<file path="src/hw/mds_pkg.sv">
package mds_pkg;
    // ----------------------------------------
    // Data space map
    // ----------------------------------------
    localparam logic [7:0] ADDR_IND0 = 8'h00;
    localparam logic [7:0] ADDR_PTR0 = 8'h01;
    localparam logic [7:0] ADDR_IND1 = 8'h02;
    localparam logic [7:0] ADDR_PTR1 = 8'h03;
    localparam logic [7:0] ADDR_BANK = 8'h04;
    localparam logic [7:0] ADDR_WORK = 8'h05;
    localparam logic [7:0] ADDR_PCLOW = 8'h06;
    localparam logic [7:0] ADDR_TPTR = 8'h07;
    localparam logic [7:0] ADDR_THIGH = 8'h08;
    localparam logic [7:0] ADDR_RTCCTL = 8'h09;
    localparam logic [7:0] ADDR_STATUS = 8'h0A;
    localparam logic [7:0] ADDR_IRQC0 = 8'h0B;
    localparam logic [7:0] ADDR_TM0CNT = 8'h0D;
    localparam logic [7:0] ADDR_TM0CTL = 8'h0E;
    localparam logic [7:0] ADDR_TM1CNT = 8'h10;
    localparam logic [7:0] ADDR_TM1CTL = 8'h11;
    localparam logic [7:0] ADDR_PORTA = 8'h12;
    localparam logic [7:0] ADDR_PORTB = 8'h14;
    localparam logic [7:0] ADDR_PORTC = 8'h16;
    localparam logic [7:0] ADDR_IRQC1 = 8'h1E;
    localparam logic [7:0] ADDR_RAM_LO = 8'h60;
    localparam int RAM_WORDS = 160;
    // ----------------------------------------
    // Status bits, vectors, stack, timing
    // ----------------------------------------
    localparam int BIT_CARRY = 0;
    localparam int BIT_AUX = 1;
    localparam int BIT_ZERO = 2;
    localparam int BIT_WRAP = 3;
    localparam int BIT_PDOWN = 4;
    localparam int BIT_WDTO = 5;
    localparam logic [11:0] VEC_TIMEBASE = 12'h014;
    localparam logic [11:0] VEC_RTC = 12'h018;
    localparam logic [3:0] LAST_PAGE = 4'hF;
    localparam logic [2:0] STACK_DEPTH = 3'h6;
    localparam logic [2:0] STACK_LAST = 3'h5;
    localparam int TABLE_CYCLES = 2;
    localparam logic [7:0] RST_BYTE = 8'h00;
    typedef enum logic [4:0] {
        OP_NOP, OP_LD_WORK, OP_ST_WORK, OP_IMM_WORK, OP_ADD, OP_ADC, OP_SUB, OP_SBC,
        OP_DAA, OP_AND, OP_OR, OP_XOR, OP_CPL, OP_RL, OP_RR, OP_RLC, OP_RRC, OP_INC,
        OP_DEC, OP_SZ, OP_SNZ, OP_SIZ, OP_SDZ, OP_BSET, OP_BCLR, OP_CALL, OP_SUB_EXIT,
        OP_IRQ_EXIT, OP_TAB_CUR, OP_TAB_LAST, OP_WDT_CLR, OP_HALT
    } mds_op_t;
endpackage

</file>
<file path="src/hw/mds_core.sv">
`timescale 1ns/1ns
// Contract
// (RL1) Enabled time base irq branches to 014H, real time clock to 018H, if room.
// (RL2) Current page table address is program counter bits 11..8 then table_pointer.
// (RL3) Last page table address forces bits 11..8 high, low byte from table_pointer.
// (RL4) Table low byte goes to memory; upper seven bits to table_high_byte, top zero.
// (RL5) table_high_byte is read only; table_pointer at 07H reads and writes.
// (RL6) Every table read takes two instruction cycles.
// (RL7) Six-entry return stack, invisible to software, index included.
// (RL8) Call or irq acknowledge pushes program counter; both exits pop it.
// (RL9) Reset leaves the stack empty.
// (RL10) Full stack withholds irq acknowledge until a return frees an entry.
// (RL11) Call on full stack drops the oldest entry, keeping six newest.
// (RL12) Special registers sit at their fixed data addresses 00H to 1EH.
// (RL13) General data memory spans 60H to FFH.
// (RL14) Bits set and clear singly; memory also reachable through both pointers.
// (RL15) Ports 00H and 02H access the location named by pointer 0 or 1.
// (RL16) Pointer naming 00H or 02H reads zero and ignores writes.
// (RL17) Pointers are 8 bits; pointer 1 may reach display memory.
// (RL18) work_register sits at 05H, takes immediates, carries memory copies.
// (RL19) ALU does add, subtract, decimal adjust, logic, rotates, inc, dec, skips.
// (RL20) Status writes change arithmetic flags but never timeout or power down bits.
// (RL21) Timeout and power down change only by watchdog, power-up, clear, halt.
// (RL22) Calls and irq entry never save the status register.
// (RL23) Status bits: carry, aux, zero, wrap, power down, timeout; 6..7 zero.
// (RL24) Wrap flag is carry into bit 7 differing from carry out.
module mds_core (
    input wire logic clk,
    input wire logic rst,
    input wire logic opValid,
    input wire mds_pkg::mds_op_t opCode,
    input wire logic [7:0] opAddr,
    input wire logic [7:0] opImm,
    input wire logic opImmSel,
    input wire logic opToWork,
    input wire logic [2:0] opBit,
    input wire logic [11:0] callAddr,
    input wire logic [11:0] progCnt,
    input wire logic [14:0] romData,
    input wire logic [7:0] extRdData,
    input wire logic wdtOverflow,
    input wire logic tbIrqReq,
    input wire logic rtcIrqReq,
    output logic busy,
    output logic romRead,
    output logic [11:0] romAddr,
    output logic pcLoad,
    output logic [11:0] pcTarget,
    output logic skip,
    output logic extWr,
    output logic extLcd,
    output logic [7:0] extAddr,
    output logic [7:0] extData,
    output logic tbAck,
    output logic rtcAck,
    output logic stackFull,
    output logic [7:0] workOut
);
    import mds_pkg::*;
    typedef enum logic {ST_RUN, ST_TAB} mds_st_t;

    // ----------------------------------------
    // Helpers
    // ----------------------------------------
    // Bit 8 is the valid flag: a pointer that names a port itself reaches nothing.
    function automatic logic [8:0] resolveAddr(input logic [7:0] a, input logic [7:0] p0,
                                               input logic [7:0] p1);
        logic [7:0] t;
        logic ind;
        ind = (a == ADDR_IND0) || (a == ADDR_IND1);
        t = (a == ADDR_IND0) ? p0 : ((a == ADDR_IND1) ? p1 : a);
        resolveAddr = {!(ind && (t == ADDR_IND0 || t == ADDR_IND1)), t};
    endfunction

    function automatic logic isExt(input logic [7:0] a);
        isExt = a == ADDR_RTCCTL || a == ADDR_IRQC0 || a == ADDR_TM0CNT ||
                a == ADDR_TM0CTL || a == ADDR_TM1CNT || a == ADDR_TM1CTL ||
                a == ADDR_PORTA || a == ADDR_PORTB || a == ADDR_PORTC || a == ADDR_IRQC1;
    endfunction

    mds_st_t st_r, st_nxt;
    logic [7:0] ptr0_r, ptr0_nxt, ptr1_r, ptr1_nxt, bank_r, bank_nxt, work_r, work_nxt;
    logic [7:0] tptr_r, tptr_nxt, tabDest_r, tabDest_nxt;
    logic [6:0] thigh_r, thigh_nxt;
    logic carry_r, carry_nxt, aux_r, aux_nxt, zero_r, zero_nxt, wrap_r, wrap_nxt;
    logic pdown_r, pdown_nxt, wdto_r, wdto_nxt;
    logic busy_r, busy_nxt, romRead_r, romRead_nxt, pcLoad_r, pcLoad_nxt, skip_r, skip_nxt;
    logic [11:0] romAddr_r, romAddr_nxt, pcTarget_r, pcTarget_nxt;
    logic extWr_r, extWr_nxt, extLcd_r, extLcd_nxt, tbAck_r, tbAck_nxt, rtcAck_r, rtcAck_nxt;
    logic [7:0] extAddr_r, extAddr_nxt, extData_r, extData_nxt;
    logic [2:0] top_r, top_nxt, used_r, used_nxt;
    logic full_r, full_nxt;
    logic [7:0] ram [RAM_WORDS];
    logic [11:0] stk [6];
    logic [8:0] ea, sum, dadj;
    logic [4:0] nib;
    logic [7:0] src, rd, opB, bx, res, statB, ramIdx;
    logic [2:0] popIdx;
    logic cin, wrEn, toW, updC, updA, updZ, updV, newC, lcdSel, push, pop, ramWe;
    logic [11:0] pushVal;

    // ----------------------------------------
    // Next state
    // ----------------------------------------
    always_comb begin
        st_nxt = st_r;
        ptr0_nxt = ptr0_r;
        ptr1_nxt = ptr1_r;
        bank_nxt = bank_r;
        work_nxt = work_r;
        tptr_nxt = tptr_r;
        tabDest_nxt = tabDest_r;
        thigh_nxt = thigh_r;
        carry_nxt = carry_r;
        aux_nxt = aux_r;
        zero_nxt = zero_r;
        wrap_nxt = wrap_r;
        pdown_nxt = pdown_r;
        wdto_nxt = wdto_r;
        busy_nxt = busy_r;
        romRead_nxt = 1'b0;
        romAddr_nxt = romAddr_r;
        pcLoad_nxt = 1'b0;
        pcTarget_nxt = pcTarget_r;
        skip_nxt = 1'b0;
        extWr_nxt = 1'b0;
        extLcd_nxt = 1'b0;
        extAddr_nxt = extAddr_r;
        extData_nxt = extData_r;
        tbAck_nxt = 1'b0;
        rtcAck_nxt = 1'b0;
        top_nxt = top_r;
        used_nxt = used_r;
        push = 1'b0;
        pop = 1'b0;
        pushVal = progCnt;
        ramWe = 1'b0;
        wrEn = 1'b0;
        toW = opToWork;
        updC = 1'b0;
        updA = 1'b0;
        updZ = 1'b0;
        updV = 1'b0;
        src = (st_r == ST_TAB) ? tabDest_r : opAddr;
        ea = resolveAddr(src, ptr0_r, ptr1_r); // RL15 RL16
        lcdSel = (src == ADDR_IND1) && (bank_r != RST_BYTE); // RL17
        ramIdx = ea[7:0] - ADDR_RAM_LO;
        statB = 8'h00; // RL23
        statB[BIT_CARRY] = carry_r;
        statB[BIT_AUX] = aux_r;
        statB[BIT_ZERO] = zero_r;
        statB[BIT_WRAP] = wrap_r;
        statB[BIT_PDOWN] = pdown_r;
        statB[BIT_WDTO] = wdto_r;
        rd = 8'h00;
        if (ea[8]) begin
            if (lcdSel || isExt(ea[7:0])) begin
                rd = extRdData;
            end else if (ea[7:0] >= ADDR_RAM_LO) begin
                rd = ram[ramIdx]; // RL13
            end else begin
                case (ea[7:0]) // RL12
                    ADDR_PTR0: rd = ptr0_r;
                    ADDR_PTR1: rd = ptr1_r;
                    ADDR_BANK: rd = bank_r;
                    ADDR_WORK: rd = work_r; // RL18
                    ADDR_PCLOW: rd = progCnt[7:0];
                    ADDR_TPTR: rd = tptr_r; // RL5
                    ADDR_THIGH: rd = {1'b0, thigh_r}; // RL4
                    ADDR_STATUS: rd = statB;
                    default: rd = 8'h00;
                endcase
            end
        end
        // Add, subtract and logic operations pair work_register with memory or an immediate.
        opB = opImmSel ? opImm : rd;
        bx = (opCode == OP_SUB || opCode == OP_SBC) ? ~opB : opB;
        cin = (opCode == OP_SUB) || ((opCode == OP_ADC || opCode == OP_SBC) && carry_r);
        nib = {1'b0, work_r[3:0]} + {1'b0, bx[3:0]} + {4'h0, cin};
        sum = {1'b0, work_r} + {1'b0, bx} + {8'h00, cin};
        dadj = {1'b0, work_r} + ((work_r[3:0] > 4'h9 || aux_r) ? 9'h006 : 9'h000);
        if (carry_r || dadj[8] || dadj[7:4] > 4'h9) begin
            dadj = dadj + 9'h060;
        end
        res = rd;
        newC = carry_r;
        popIdx = (top_r == 3'h0) ? STACK_LAST : top_r - 3'h1;
        if (st_r == ST_TAB) begin
            res = romData[7:0]; // RL4
            thigh_nxt = romData[14:8];
            wrEn = 1'b1;
            toW = 1'b0;
            busy_nxt = 1'b0; // RL6
            st_nxt = ST_RUN;
        end else if (opValid) begin
            case (opCode) // RL19
                OP_LD_WORK: begin
                    wrEn = 1'b1;
                    toW = 1'b1;
                end
                OP_ST_WORK: begin
                    res = work_r; // RL18
                    wrEn = 1'b1;
                    toW = 1'b0;
                end
                OP_IMM_WORK: begin
                    res = opImm;
                    wrEn = 1'b1;
                    toW = 1'b1;
                end
                OP_ADD, OP_ADC, OP_SUB, OP_SBC: begin
                    res = sum[7:0];
                    newC = sum[8];
                    wrEn = 1'b1;
                    {updC, updA, updZ, updV} = 4'hF;
                end
                OP_DAA: begin
                    res = dadj[7:0];
                    newC = dadj[8] | carry_r;
                    wrEn = 1'b1;
                    updC = 1'b1;
                end
                OP_AND, OP_OR, OP_XOR: begin
                    res = (opCode == OP_AND) ? (work_r & opB) :
                          ((opCode == OP_OR) ? (work_r | opB) : (work_r ^ opB));
                    wrEn = 1'b1;
                    updZ = 1'b1;
                end
                OP_CPL, OP_INC, OP_DEC: begin
                    res = (opCode == OP_CPL) ? ~rd : ((opCode == OP_INC) ? rd + 8'h01 : rd - 8'h01);
                    wrEn = 1'b1;
                    updZ = 1'b1;
                end
                OP_RL, OP_RR, OP_RLC, OP_RRC: begin
                    case (opCode)
                        OP_RL: res = {rd[6:0], rd[7]};
                        OP_RR: res = {rd[0], rd[7:1]};
                        OP_RLC: res = {rd[6:0], carry_r};
                        default: res = {carry_r, rd[7:1]};
                    endcase
                    newC = (opCode == OP_RLC) ? rd[7] : rd[0];
                    updC = (opCode == OP_RLC) || (opCode == OP_RRC);
                    wrEn = 1'b1;
                end
                OP_SZ, OP_SNZ: begin
                    skip_nxt = (rd == 8'h00) ^ (opCode == OP_SNZ);
                end
                OP_SIZ, OP_SDZ: begin
                    res = (opCode == OP_SIZ) ? rd + 8'h01 : rd - 8'h01;
                    skip_nxt = res == 8'h00;
                    wrEn = 1'b1;
                end
                OP_BSET, OP_BCLR: begin
                    res = rd;
                    res[opBit] = opCode == OP_BSET; // RL14
                    wrEn = 1'b1;
                    toW = 1'b0;
                end
                OP_CALL: begin
                    push = 1'b1; // RL8 RL22
                    pcLoad_nxt = 1'b1;
                    pcTarget_nxt = callAddr;
                end
                OP_SUB_EXIT, OP_IRQ_EXIT: begin
                    pop = 1'b1; // RL8
                    pcLoad_nxt = 1'b1;
                    pcTarget_nxt = stk[popIdx];
                end
                OP_TAB_CUR, OP_TAB_LAST: begin
                    romAddr_nxt = {(opCode == OP_TAB_CUR) ? progCnt[11:8] : LAST_PAGE,
                                   tptr_r}; // RL2 RL3
                    romRead_nxt = 1'b1;
                    busy_nxt = 1'b1; // RL6
                    tabDest_nxt = opAddr;
                    st_nxt = ST_TAB;
                end
                OP_WDT_CLR: begin
                    pdown_nxt = 1'b0; // RL21
                    wdto_nxt = 1'b0;
                end
                OP_HALT: begin
                    pdown_nxt = 1'b1; // RL21
                    wdto_nxt = 1'b0;
                end
                default: begin
                    res = rd;
                end
            endcase
        end else if (!full_r && (tbIrqReq || rtcIrqReq)) begin
            // A full stack holds requests off; they are served once an exit pops.
            push = 1'b1; // RL10 RL8
            pcLoad_nxt = 1'b1;
            tbAck_nxt = tbIrqReq;
            rtcAck_nxt = !tbIrqReq;
            pcTarget_nxt = tbIrqReq ? VEC_TIMEBASE : VEC_RTC; // RL1
        end
        if (wrEn && toW) begin
            work_nxt = res;
        end else if (wrEn && ea[8]) begin
            if (lcdSel || isExt(ea[7:0])) begin
                extWr_nxt = 1'b1;
                extLcd_nxt = lcdSel;
                extAddr_nxt = ea[7:0];
                extData_nxt = res;
            end else if (ea[7:0] >= ADDR_RAM_LO) begin
                ramWe = 1'b1; // RL13 RL14
            end else begin
                case (ea[7:0]) // RL12
                    ADDR_PTR0: ptr0_nxt = res; // RL17
                    ADDR_PTR1: ptr1_nxt = res;
                    ADDR_BANK: bank_nxt = res;
                    ADDR_WORK: work_nxt = res;
                    ADDR_TPTR: tptr_nxt = res; // RL5
                    ADDR_PCLOW: begin
                        pcLoad_nxt = 1'b1;
                        pcTarget_nxt = {progCnt[11:8], res};
                    end
                    ADDR_STATUS: begin
                        carry_nxt = res[BIT_CARRY]; // RL20
                        aux_nxt = res[BIT_AUX];
                        zero_nxt = res[BIT_ZERO];
                        wrap_nxt = res[BIT_WRAP];
                    end
                    default: begin
                        tptr_nxt = tptr_r;
                    end
                endcase
            end
        end
        // Flags from the operation itself win over a store into the status byte.
        if (updC) begin
            carry_nxt = newC;
        end
        if (updA) begin
            aux_nxt = nib[4];
        end
        if (updZ) begin
            zero_nxt = res == 8'h00;
        end
        if (updV) begin
            wrap_nxt = sum[8] ^ (work_r[7] ^ bx[7] ^ sum[7]); // RL24
        end
        if (wdtOverflow) begin
            wdto_nxt = 1'b1; // RL21
        end
        if (push) begin
            top_nxt = (top_r == STACK_LAST) ? 3'h0 : top_r + 3'h1; // RL11
            used_nxt = full_r ? used_r : used_r + 3'h1;
        end else if (pop && used_r != 3'h0) begin
            top_nxt = popIdx;
            used_nxt = used_r - 3'h1;
        end
        full_nxt = used_nxt == STACK_DEPTH;
    end

    // ----------------------------------------
    // Registers
    // ----------------------------------------
    always_ff @(posedge clk or posedge rst) begin
        if (rst) begin
            st_r <= ST_RUN;
            {ptr0_r, ptr1_r, bank_r, work_r} <= {4{RST_BYTE}};
            {tptr_r, tabDest_r, extAddr_r, extData_r} <= {4{RST_BYTE}};
            thigh_r <= 7'h00;
            {carry_r, aux_r, zero_r, wrap_r, pdown_r, wdto_r} <= 6'h00;
            {busy_r, romRead_r, pcLoad_r, skip_r, extWr_r, extLcd_r} <= 6'h00;
            {tbAck_r, rtcAck_r, full_r} <= 3'h0;
            romAddr_r <= 12'h000;
            pcTarget_r <= 12'h000;
            top_r <= 3'h0; // RL9
            used_r <= 3'h0;
        end else begin
            st_r <= st_nxt;
            {ptr0_r, ptr1_r, bank_r, work_r} <= {ptr0_nxt, ptr1_nxt, bank_nxt, work_nxt};
            {tptr_r, tabDest_r, extAddr_r, extData_r} <=
                {tptr_nxt, tabDest_nxt, extAddr_nxt, extData_nxt};
            thigh_r <= thigh_nxt;
            {carry_r, aux_r, zero_r, wrap_r, pdown_r, wdto_r} <=
                {carry_nxt, aux_nxt, zero_nxt, wrap_nxt, pdown_nxt, wdto_nxt};
            {busy_r, romRead_r, pcLoad_r, skip_r, extWr_r, extLcd_r} <=
                {busy_nxt, romRead_nxt, pcLoad_nxt, skip_nxt, extWr_nxt, extLcd_nxt};
            {tbAck_r, rtcAck_r, full_r} <= {tbAck_nxt, rtcAck_nxt, full_nxt};
            romAddr_r <= romAddr_nxt;
            pcTarget_r <= pcTarget_nxt;
            top_r <= top_nxt;
            used_r <= used_nxt;
        end
    end

    // Storage arrays carry no reset; the stack is kept out of data space entirely.
    always_ff @(posedge clk) begin
        if (ramWe) begin
            ram[ramIdx] <= res;
        end
        if (push) begin
            stk[top_r] <= pushVal; // RL7 RL11
        end
    end

    assign busy = busy_r;
    assign romRead = romRead_r;
    assign romAddr = romAddr_r;
    assign pcLoad = pcLoad_r;
    assign pcTarget = pcTarget_r;
    assign skip = skip_r;
    assign extWr = extWr_r;
    assign extLcd = extLcd_r;
    assign extAddr = extAddr_r;
    assign extData = extData_r;
    assign tbAck = tbAck_r;
    assign rtcAck = rtcAck_r;
    assign stackFull = full_r;
    assign workOut = work_r;

    // ----------------------------------------
    // Assertions
    // ----------------------------------------
    property p_vector;
        @(posedge clk) disable iff (rst)
        (tbAck_r || rtcAck_r) |-> pcLoad_r && pcTarget_r == (tbAck_r ? VEC_TIMEBASE : VEC_RTC);
    endproperty
    a_vector: assert property (p_vector) else $error("bad irq vector"); // RL1
    property p_tabCur;
        @(posedge clk) disable iff (rst)
        opValid && opCode == OP_TAB_CUR && st_r == ST_RUN
        |=> romAddr_r == {$past(progCnt[11:8]), $past(tptr_r)};
    endproperty
    a_tabCur: assert property (p_tabCur) else $error("bad current page address"); // RL2
    property p_tabLast;
        @(posedge clk) disable iff (rst)
        opValid && opCode == OP_TAB_LAST && st_r == ST_RUN
        |=> romRead_r && romAddr_r[11:8] == LAST_PAGE && romAddr_r[7:0] == $past(tptr_r);
    endproperty
    a_tabLast: assert property (p_tabLast) else $error("bad last page address"); // RL3
    property p_tabHigh;
        @(posedge clk) disable iff (rst)
        st_r == ST_TAB |=> thigh_r == $past(romData[14:8]);
    endproperty
    a_tabHigh: assert property (p_tabHigh) else $error("high byte not captured"); // RL4
    property p_tabLen;
        @(posedge clk) disable iff (rst)
        $rose(busy_r) |-> busy_r ##1 !busy_r;
    endproperty
    a_tabLen: assert property (p_tabLen) else $error("table read not two cycles"); // RL6
    property p_fullHold;
        @(posedge clk) disable iff (rst)
        full_r |-> !tbAck_nxt && !rtcAck_nxt;
    endproperty
    a_fullHold: assert property (p_fullHold) else $error("irq taken on full stack"); // RL10
    property p_overCall;
        @(posedge clk) disable iff (rst)
        full_r && st_r == ST_RUN && opValid && opCode == OP_CALL |=> full_r && used_r == 3'h6;
    endproperty
    a_overCall: assert property (p_overCall) else $error("overflow call lost depth"); // RL11
    property p_nullPtr;
        @(posedge clk) disable iff (rst)
        st_r == ST_RUN && opValid && opCode == OP_LD_WORK && opAddr == ADDR_IND0 &&
        (ptr0_r == ADDR_IND0 || ptr0_r == ADDR_IND1) |=> work_r == 8'h00;
    endproperty
    a_nullPtr: assert property (p_nullPtr) else $error("null pointer read not zero"); // RL16
    property p_statKeep;
        @(posedge clk) disable iff (rst)
        st_r == ST_RUN && opValid && opCode == OP_ST_WORK && opAddr == ADDR_STATUS &&
        !wdtOverflow |=> $stable(pdown_r) && $stable(wdto_r);
    endproperty
    a_statKeep: assert property (p_statKeep) else $error("status write moved wdt bits"); // RL20
endmodule

</file>
<file path="config.mk">
export PLATFORM = sky130hd
export DESIGN_NAME = mds_core
export DESIGN_NICKNAME = d
export VERILOG_FILES = /design/src/hw/mds_pkg.sv /design/src/hw/mds_core.sv
export SDC_FILE = /design/constraint.sdc
export NUM_CORES = 2
export LEC_CHECK = 0
export ABC_AREA = 1
export CAP_MARGIN = 10
export CELL_PAD_IN_SITES_DETAIL_PLACEMENT = 1
export CELL_PAD_IN_SITES_GLOBAL_PLACEMENT = 1
export CORE_MARGIN = 4
export CORE_UTILIZATION = 55
export DETAILED_ROUTE_END_ITERATION = 12
export DONT_BUFFER_PORTS = 1
export GPL_TIMING_DRIVEN = 1
export PLACE_DENSITY_LB_ADDON = 0.1
export SETUP_SLACK_MARGIN = 0.5
export SLEW_MARGIN = 20
export SYNTH_ARGS = -nofsm -noshare
export SYNTH_HDL_FRONTEND = slang
export SYNTH_SLANG_ARGS = --single-unit
</file>
<file path="constraint.sdc">
create_clock -name clk -period 14.7 [get_ports clk]
set_input_delay 1.47 -clock clk [delete_from_list [all_inputs] [get_ports clk]]
set_output_delay 1.47 -clock clk [all_outputs]
set_load 0.05 [all_outputs]
</file>
# Word level (Yosys, flattened, before mapping)
# Memories as Yosys holds them, arrays and structs flattened.
# Index checks and enable logic that the tools add are counted.
# totals
ff_bits	116
latchBits	0
out_inout_bits	57
memories	2
word_cells	350
ram_bits	1352
inputBits	79
romBits	0
# classes
n_bitwise	14
n_reduce_logical	82
addsub	13
shifts	0
n_lt_le_gt_ge	5
div_mod_pow	0
n_mul	0
n_eq_ne	68
n_mux	138
# mem_list
name	depth	width	read_ports	rd_clocked_by_memory_dff	write_ports	line_no	text
ram	160	8	1	0	1	mds_core.sv:93	logic [7:0] ram [RAM_WORDS];
stk	6	12	1	0	1	mds_core.sv:94	logic [11:0] stk [6];
# ops
operator	n
8-bit two-way mux	20
12-bit two-way mux	8
1-bit two-way mux	88
5-bit == test (second input constant)	16
8-bit case mux with 9 select lines	1
8-bit case mux with 8 select lines	1
8-bit by 4-bit == test with 1-bit output (second input constant)	6
8-bit by 5-bit == test with 1-bit output (second input constant)	6
5-bit by 4-bit == test with 1-bit output (second input constant)	8
8-bit logical NOT	5
8-bit by 3-bit == test with 1-bit output (second input constant)	4
5-bit AND reduction	6
2-bit != test (second input constant)	14
2-bit nonzero test	14
8-bit by 2-bit == test with 1-bit output (second input constant)	3
3-bit two-way mux	8
12-bit case mux with 2 select lines	1
8-bit case mux with 3 select lines	1
22-bit OR reduction	1
5-bit by 3-bit == test with 1-bit output (second input constant)	4
1-bit logical OR	20
8-bit NOT	2
2-bit OR reduction	7
3-bit AND reduction	4
other kinds (44)	72

# Longest topological paths before layout
# logic_depth
depth_word	31
mapped_depth	52
depth_no_buf	47

# Worst setup path before layout
# OpenSTA, ideal clock, no wires.
# synth_timing
path_kind	input-to-reg
from	input port opAddr[7]
to	memory ram[0][4], data pin
arrival_ps	7816
setup_slack_ps	6273
t_required_ps	14089
cell_stages	39
setup_time_ps	611
path_cell_list	inv_1 nand2_1 nand2_1 nand2_1 nor2_4 nand2_1 o21ai_0 a21oi_2 inv_1 ha_1 xnor2_2 nor2_4 nand2_1 nor2_1 nor2_1 nand2_1 nor2_1 nand2_1 (+3 left out) nand2_1 o21ai_0 xor2_1 fa_1 fa_1 inv_1 o31ai_1 inv_1 nor2_1 nor2_1 o21ai_0 o211ai_1 nor2_1 o221ai_1 a21oi_1 nand3_1 nand2_1 nand2_1
# synth_between
elab_chain_len	25
# synth_lines
element	line_no	text
start: declaration	mds_core.sv:32	input wire logic [7:0] opAddr,
8-bit two-way mux *	mds_core.sv:144	src = (st_r == ST_TAB) ? tabDest_r : opAddr;
8-bit by 2-bit == test with 1-bit output	mds_core.sv:71	t = (a == ADDR_IND0) ? p0 : ((a == ADDR_IND1) ? p1 : a);
8-bit two-way mux	mds_core.sv:71	
8-bit two-way mux *	mds_core.sv:71	
named net ea[5]	mds_core.sv:95	logic [8:0] ea, sum, dadj;
parallel branches: the longest is 12 deep, another holds 8-bit by 7-bit subtractor with 8-bit output	n/a	
8-bit two-way mux *	mds_core.sv:156	if (ea[8]) begin
8-bit two-way mux	mds_core.sv:176	opB = opImmSel ? opImm : rd;
8-bit NOT	mds_core.sv:177	bx = (opCode == OP_SUB || opCode == OP_SBC) ? ~opB : opB;
8-bit two-way mux	mds_core.sv:177	
8-bit by 8-bit adder with 9-bit output	mds_core.sv:180	sum = {1'b0, work_r} + {1'b0, bx} + {8'h00, cin};
9-bit by 1-bit adder with 9-bit output	mds_core.sv:180	
8-bit case mux with 9 select lines	mds_core.sv:196	case (opCode)
8-bit two-way mux *	mds_core.sv:195	end else if (opValid) begin
8-bit two-way mux *	mds_core.sv:188	if (st_r == ST_TAB) begin
named net res[4]	mds_core.sv:97	logic [7:0] src, rd, opB, bx, res, statB, ramIdx;
end: declaration	mds_core.sv:93	
# Mark *: on every way through the listed nets, which the timed path passes.

==> flow_metrics.py <==
metrics = {
    "clocking": {
        "cts_inserted_buffers": 155,
        "cts.reportedPaths.clkPinSlew_ns": 0.06,
        "clkLatencyLatePin_ns": 0.81,
        "h-tree-depth": 4,
        "tritoncts": "done",
        "clock-sinks": 1468,
        "cts-root-buf": "clkbuf_16",
        "postCtsHoldBufs": 0,
        "cts_setup_buffers": 0,
        "post_cts_resized": 0,
        "clockBufferDepth": 3,
    },
    "power_and_ir_drop": {
        "p_per_area_nw_per_um2": 145.7,
        "power.switching_mw": 3.112,
        "p_int_mw": 7.557,
        "p_leak_nw": 29.98,
        "ir_worst_vdd_mv": 0.1288,
        "power_frac_clock_pct": 37.5,
        "power.share.switching_pct": 29.17,
        "p_comb_share_pct": 14.5,
        "seq_power_share_pct": 48.0,
    },
    "yosys": {
        "ys.flop_type": "edfxtp_1",
        "syn_nets": 6887,
        "synth.top_cell.area_share_pct": 60.51,
        "synth.most_common_cell": "nand2_1",
        "syn_inst": 6771,
        "async_reset_ff_share_pct": 7.902,
        "netlist_top_cells_count": "nand2_1 (2411), edfxtp_1 (1352), inv_1 (691)",
        "ys_seq_area_share_pct": 64.84,
        "synth-seq-cells": 1468,
        "ys_types": 68,
        "synth.area.top_cells": "edfxtp_1 (61%), nand2_1 (13%), dfrtp_1 (4.3%)",
        "synthesis.area_um2": 67090,
        "yosysTopAreaCell": "edfxtp_1",
        "ys_warn_count": 0,
        "synth_edf_count": 1352,
        "avgSynthCellArea_um2": 9.909,
    },
    "timing": {
        "period_minus_slack_ns": 11.43,
        "finalCritPeriodShare_pct": 77.75,
        "max_freq_mhz": 87.49,
        "fin_worst_skew_ns": 0.03768,
        "setup_violations": 0,
        "maxSlewViolCount": 0,
        "worst_pin_slew_ns": 1.135,
        "rsz0062_at_grt": "false",
        "tns_ns": 0,
        "relSlewSlack_pct": 22.38,
        "timing_hold_violations_final": 0,
    },
    "layout": {
        "multi_input_area_um2": 19100,
        "regArea_um2": 43500,
        "fin_area_um2": 73230,
        "nNetsFinal": 6829,
        "syn_to_final_growth_pct": 9.142,
        "drive_gt1_share_pct": 5.897,
        "nFillCells": 13130,
    },
    "floorplanning": {
        "die_h_um": 357.3,
        "dieArea_um2": 127600,
        "pin_count": 136,
        "start_util_pct": 55.70,
        "coreArea_um2": 120400,
        "rows": 127,
        "fp.dieW_um": 357.3,
    },
    "placement": {
        "port_buffers": 0,
        "placed_area_um2": 68120,
        "dp.final_hpwl_um": 140600,
        "gp_congestion": 0.9598,
    },
    "setup_path": {
        "critPathLaunchType": "flop",
        "worstPathArrival_ns": 11.80,
        "worstPathRequired_ns": 15.07,
        "worst_path_most_repeated_cell": "nand2_1",
        "max_stage_delay_ns": 1.02,
        "cp-end-kind": "flop",
        "path_class": "flop to flop",
        "slowest_stage": "a2111oi_0",
        "crit_fanout": 88,
    },
    "grt": {
        "antenna_found_initial": 8,
        "track_usage_pct": 35.66,
        "grt_max_degree": 201,
        "grt_pass1_wl_um": 337400,
        "gr-total-overflow": 0,
        "first_global_vias": 53020,
    },
    "status": {
        "status": "completed",
    },
    "hold_path": {
        "hold_class": "flop to flop",
    },
    "routing": {
        "route.detailed.drc": 0,
        "ant_nets": 0,
        "drtPass1Iterations": 6,
        "wl_um": 227500,
        "vias": 50240,
        "drtIter0Drc": 5475,
        "via_per_inst": 5.945,
        "wire_per_inst_um": 26.91,
    },
    "job": {
        "maxCapViolations": 0,
    },
}
layout by cell type, fill, tap and decap left out, drive strengths merged, types with 5 or more instances in the layout:
master and count:
bufinv 16, buf 88, nand4 13, a21oi 87, a22oi 16, o221ai 11
o21bai 8, o211ai 21, diode 6, o22ai 46, xor2 12, or2 14
clkbuf 211, nor3 31, o21ai 492, a31oi 10, edfxtp 1352, nand2 2439
dfrtp 116, nor4 6, clkinv 57, nor2 667, nand3b 169, ha 34
a211oi 5, nand3 149, inv 714
power groups by stage:
stage / sequential, mW / clock [mW] / combinational, mW
CTS: 5.13 / 4.01 / 1.52
finish: 5.13 / 4.00 / 1.55
detailed placement: 5.21 / 0 / 1.50
global route: 5.13 / 4.21 / 1.67
floorplan: 5.20 / 0 / 0.910
global placement: 5.21 / 0 / 1.44
per-stage QoR:
stage               util (%)  cells  total power [mW]  hold WS [ns]  setup slack [ns]
floorplan                  -   6771             6.107        0.4422             6.273
global placement       56.55   8168             6.645        0.4694             3.585
finish                 60.80   8452             10.67        0.4933             3.270
CTS                    60.77   8446             10.66        0.4906             3.617
detailed placement     56.56   8168             6.709        0.4775             3.390
global route           60.79   8450             11.01        0.5176             2.806
worst max-delay path: cells and delay by family, from the launching register on:
family                   cells  cell delay [ns]
AND/OR/NAND/NOR             26             4.65
AO/OA/AOI/OAI                6             1.85
adder cells (fa/ha/maj)      2             0.89
XOR/XNOR                     1             0.21
buffers and inverters        6             2.50
flip-flops                   1             0.68
logic make-up (layout without fill, tap and decap cells):
group	Yosys count	in the layout	share of synthesized area (%)
compound gates	735	735	6.113
xor+xnor	14	14	0.1940
fa+ha+maj	37	37	0.7236
buf+inv	1025	1088	6.870
flops	1468	1468	64.84
other cells	0	6	0
simple gates	3492	3492	21.26
registers in the layout (all words and copies together) (netlist names), 7 cells and up:
register	cells
workOut	8
tptr_r	8
thigh_r	7
extData	8
romAddr	12
stk	72
extAddr	8
ram	1280
pcTarget	12
tabDest_r	8
ptr0_r	8
bank_r	8
ptr1_r	8
cell type report:
cell class / instances / share of cell area [%]
timing repair buffer: 88 / 1.056
clock buffer: 211 / 5.895
antenna: 6 / 0.02050
inverter: 722 / 3.739
multi-input combinational: 4278 / 26.08
tap: 1612 / 2.754
clock inverter: 67 / 1.042
sequential: 1468 / 59.41
worst paths after layout:
check | slack (ns) | from | cells after the start | to
hold / removal | 0.49 | tabDest_r[0]$_DFFE_PP0P_ | 2 | tabDest_r[0]$_DFFE_PP0P_
setup reg to reg | 3.27 | romRead$_DFF_PP0_ | 41 | ram[54][6]$_DFFE_PP_
min in group asynchronous | 0.69 | rst | 1 | used_r[0]$_DFF_PP0_
hold reg to reg | 0.49 | tabDest_r[0]$_DFFE_PP0P_ | 2 | tabDest_r[0]$_DFFE_PP0P_
setup / recovery | 3.27 | romRead$_DFF_PP0_ | 41 | ram[54][6]$_DFFE_PP_
max in group asynchronous | 12.67 | rst | 2 | bank_r[1]$_DFFE_PP0P_
per-layer routing:
layer | global-route usage (%) | share of wire [%] | wire [um] | vias up
met3 | 6.287 | 7.7 | 17470 | 655
met4 | 18.84 | 5.7 | 12890 | 2
met2 | 59.69 | 49 | 111100 | 2283
met5 | 0 | 0.0062 | 14 | -
li1 | - | - | - | 22110
met1 | 44.58 | 38 | 86030 | 25200
(Power assumes the default switching activity.)
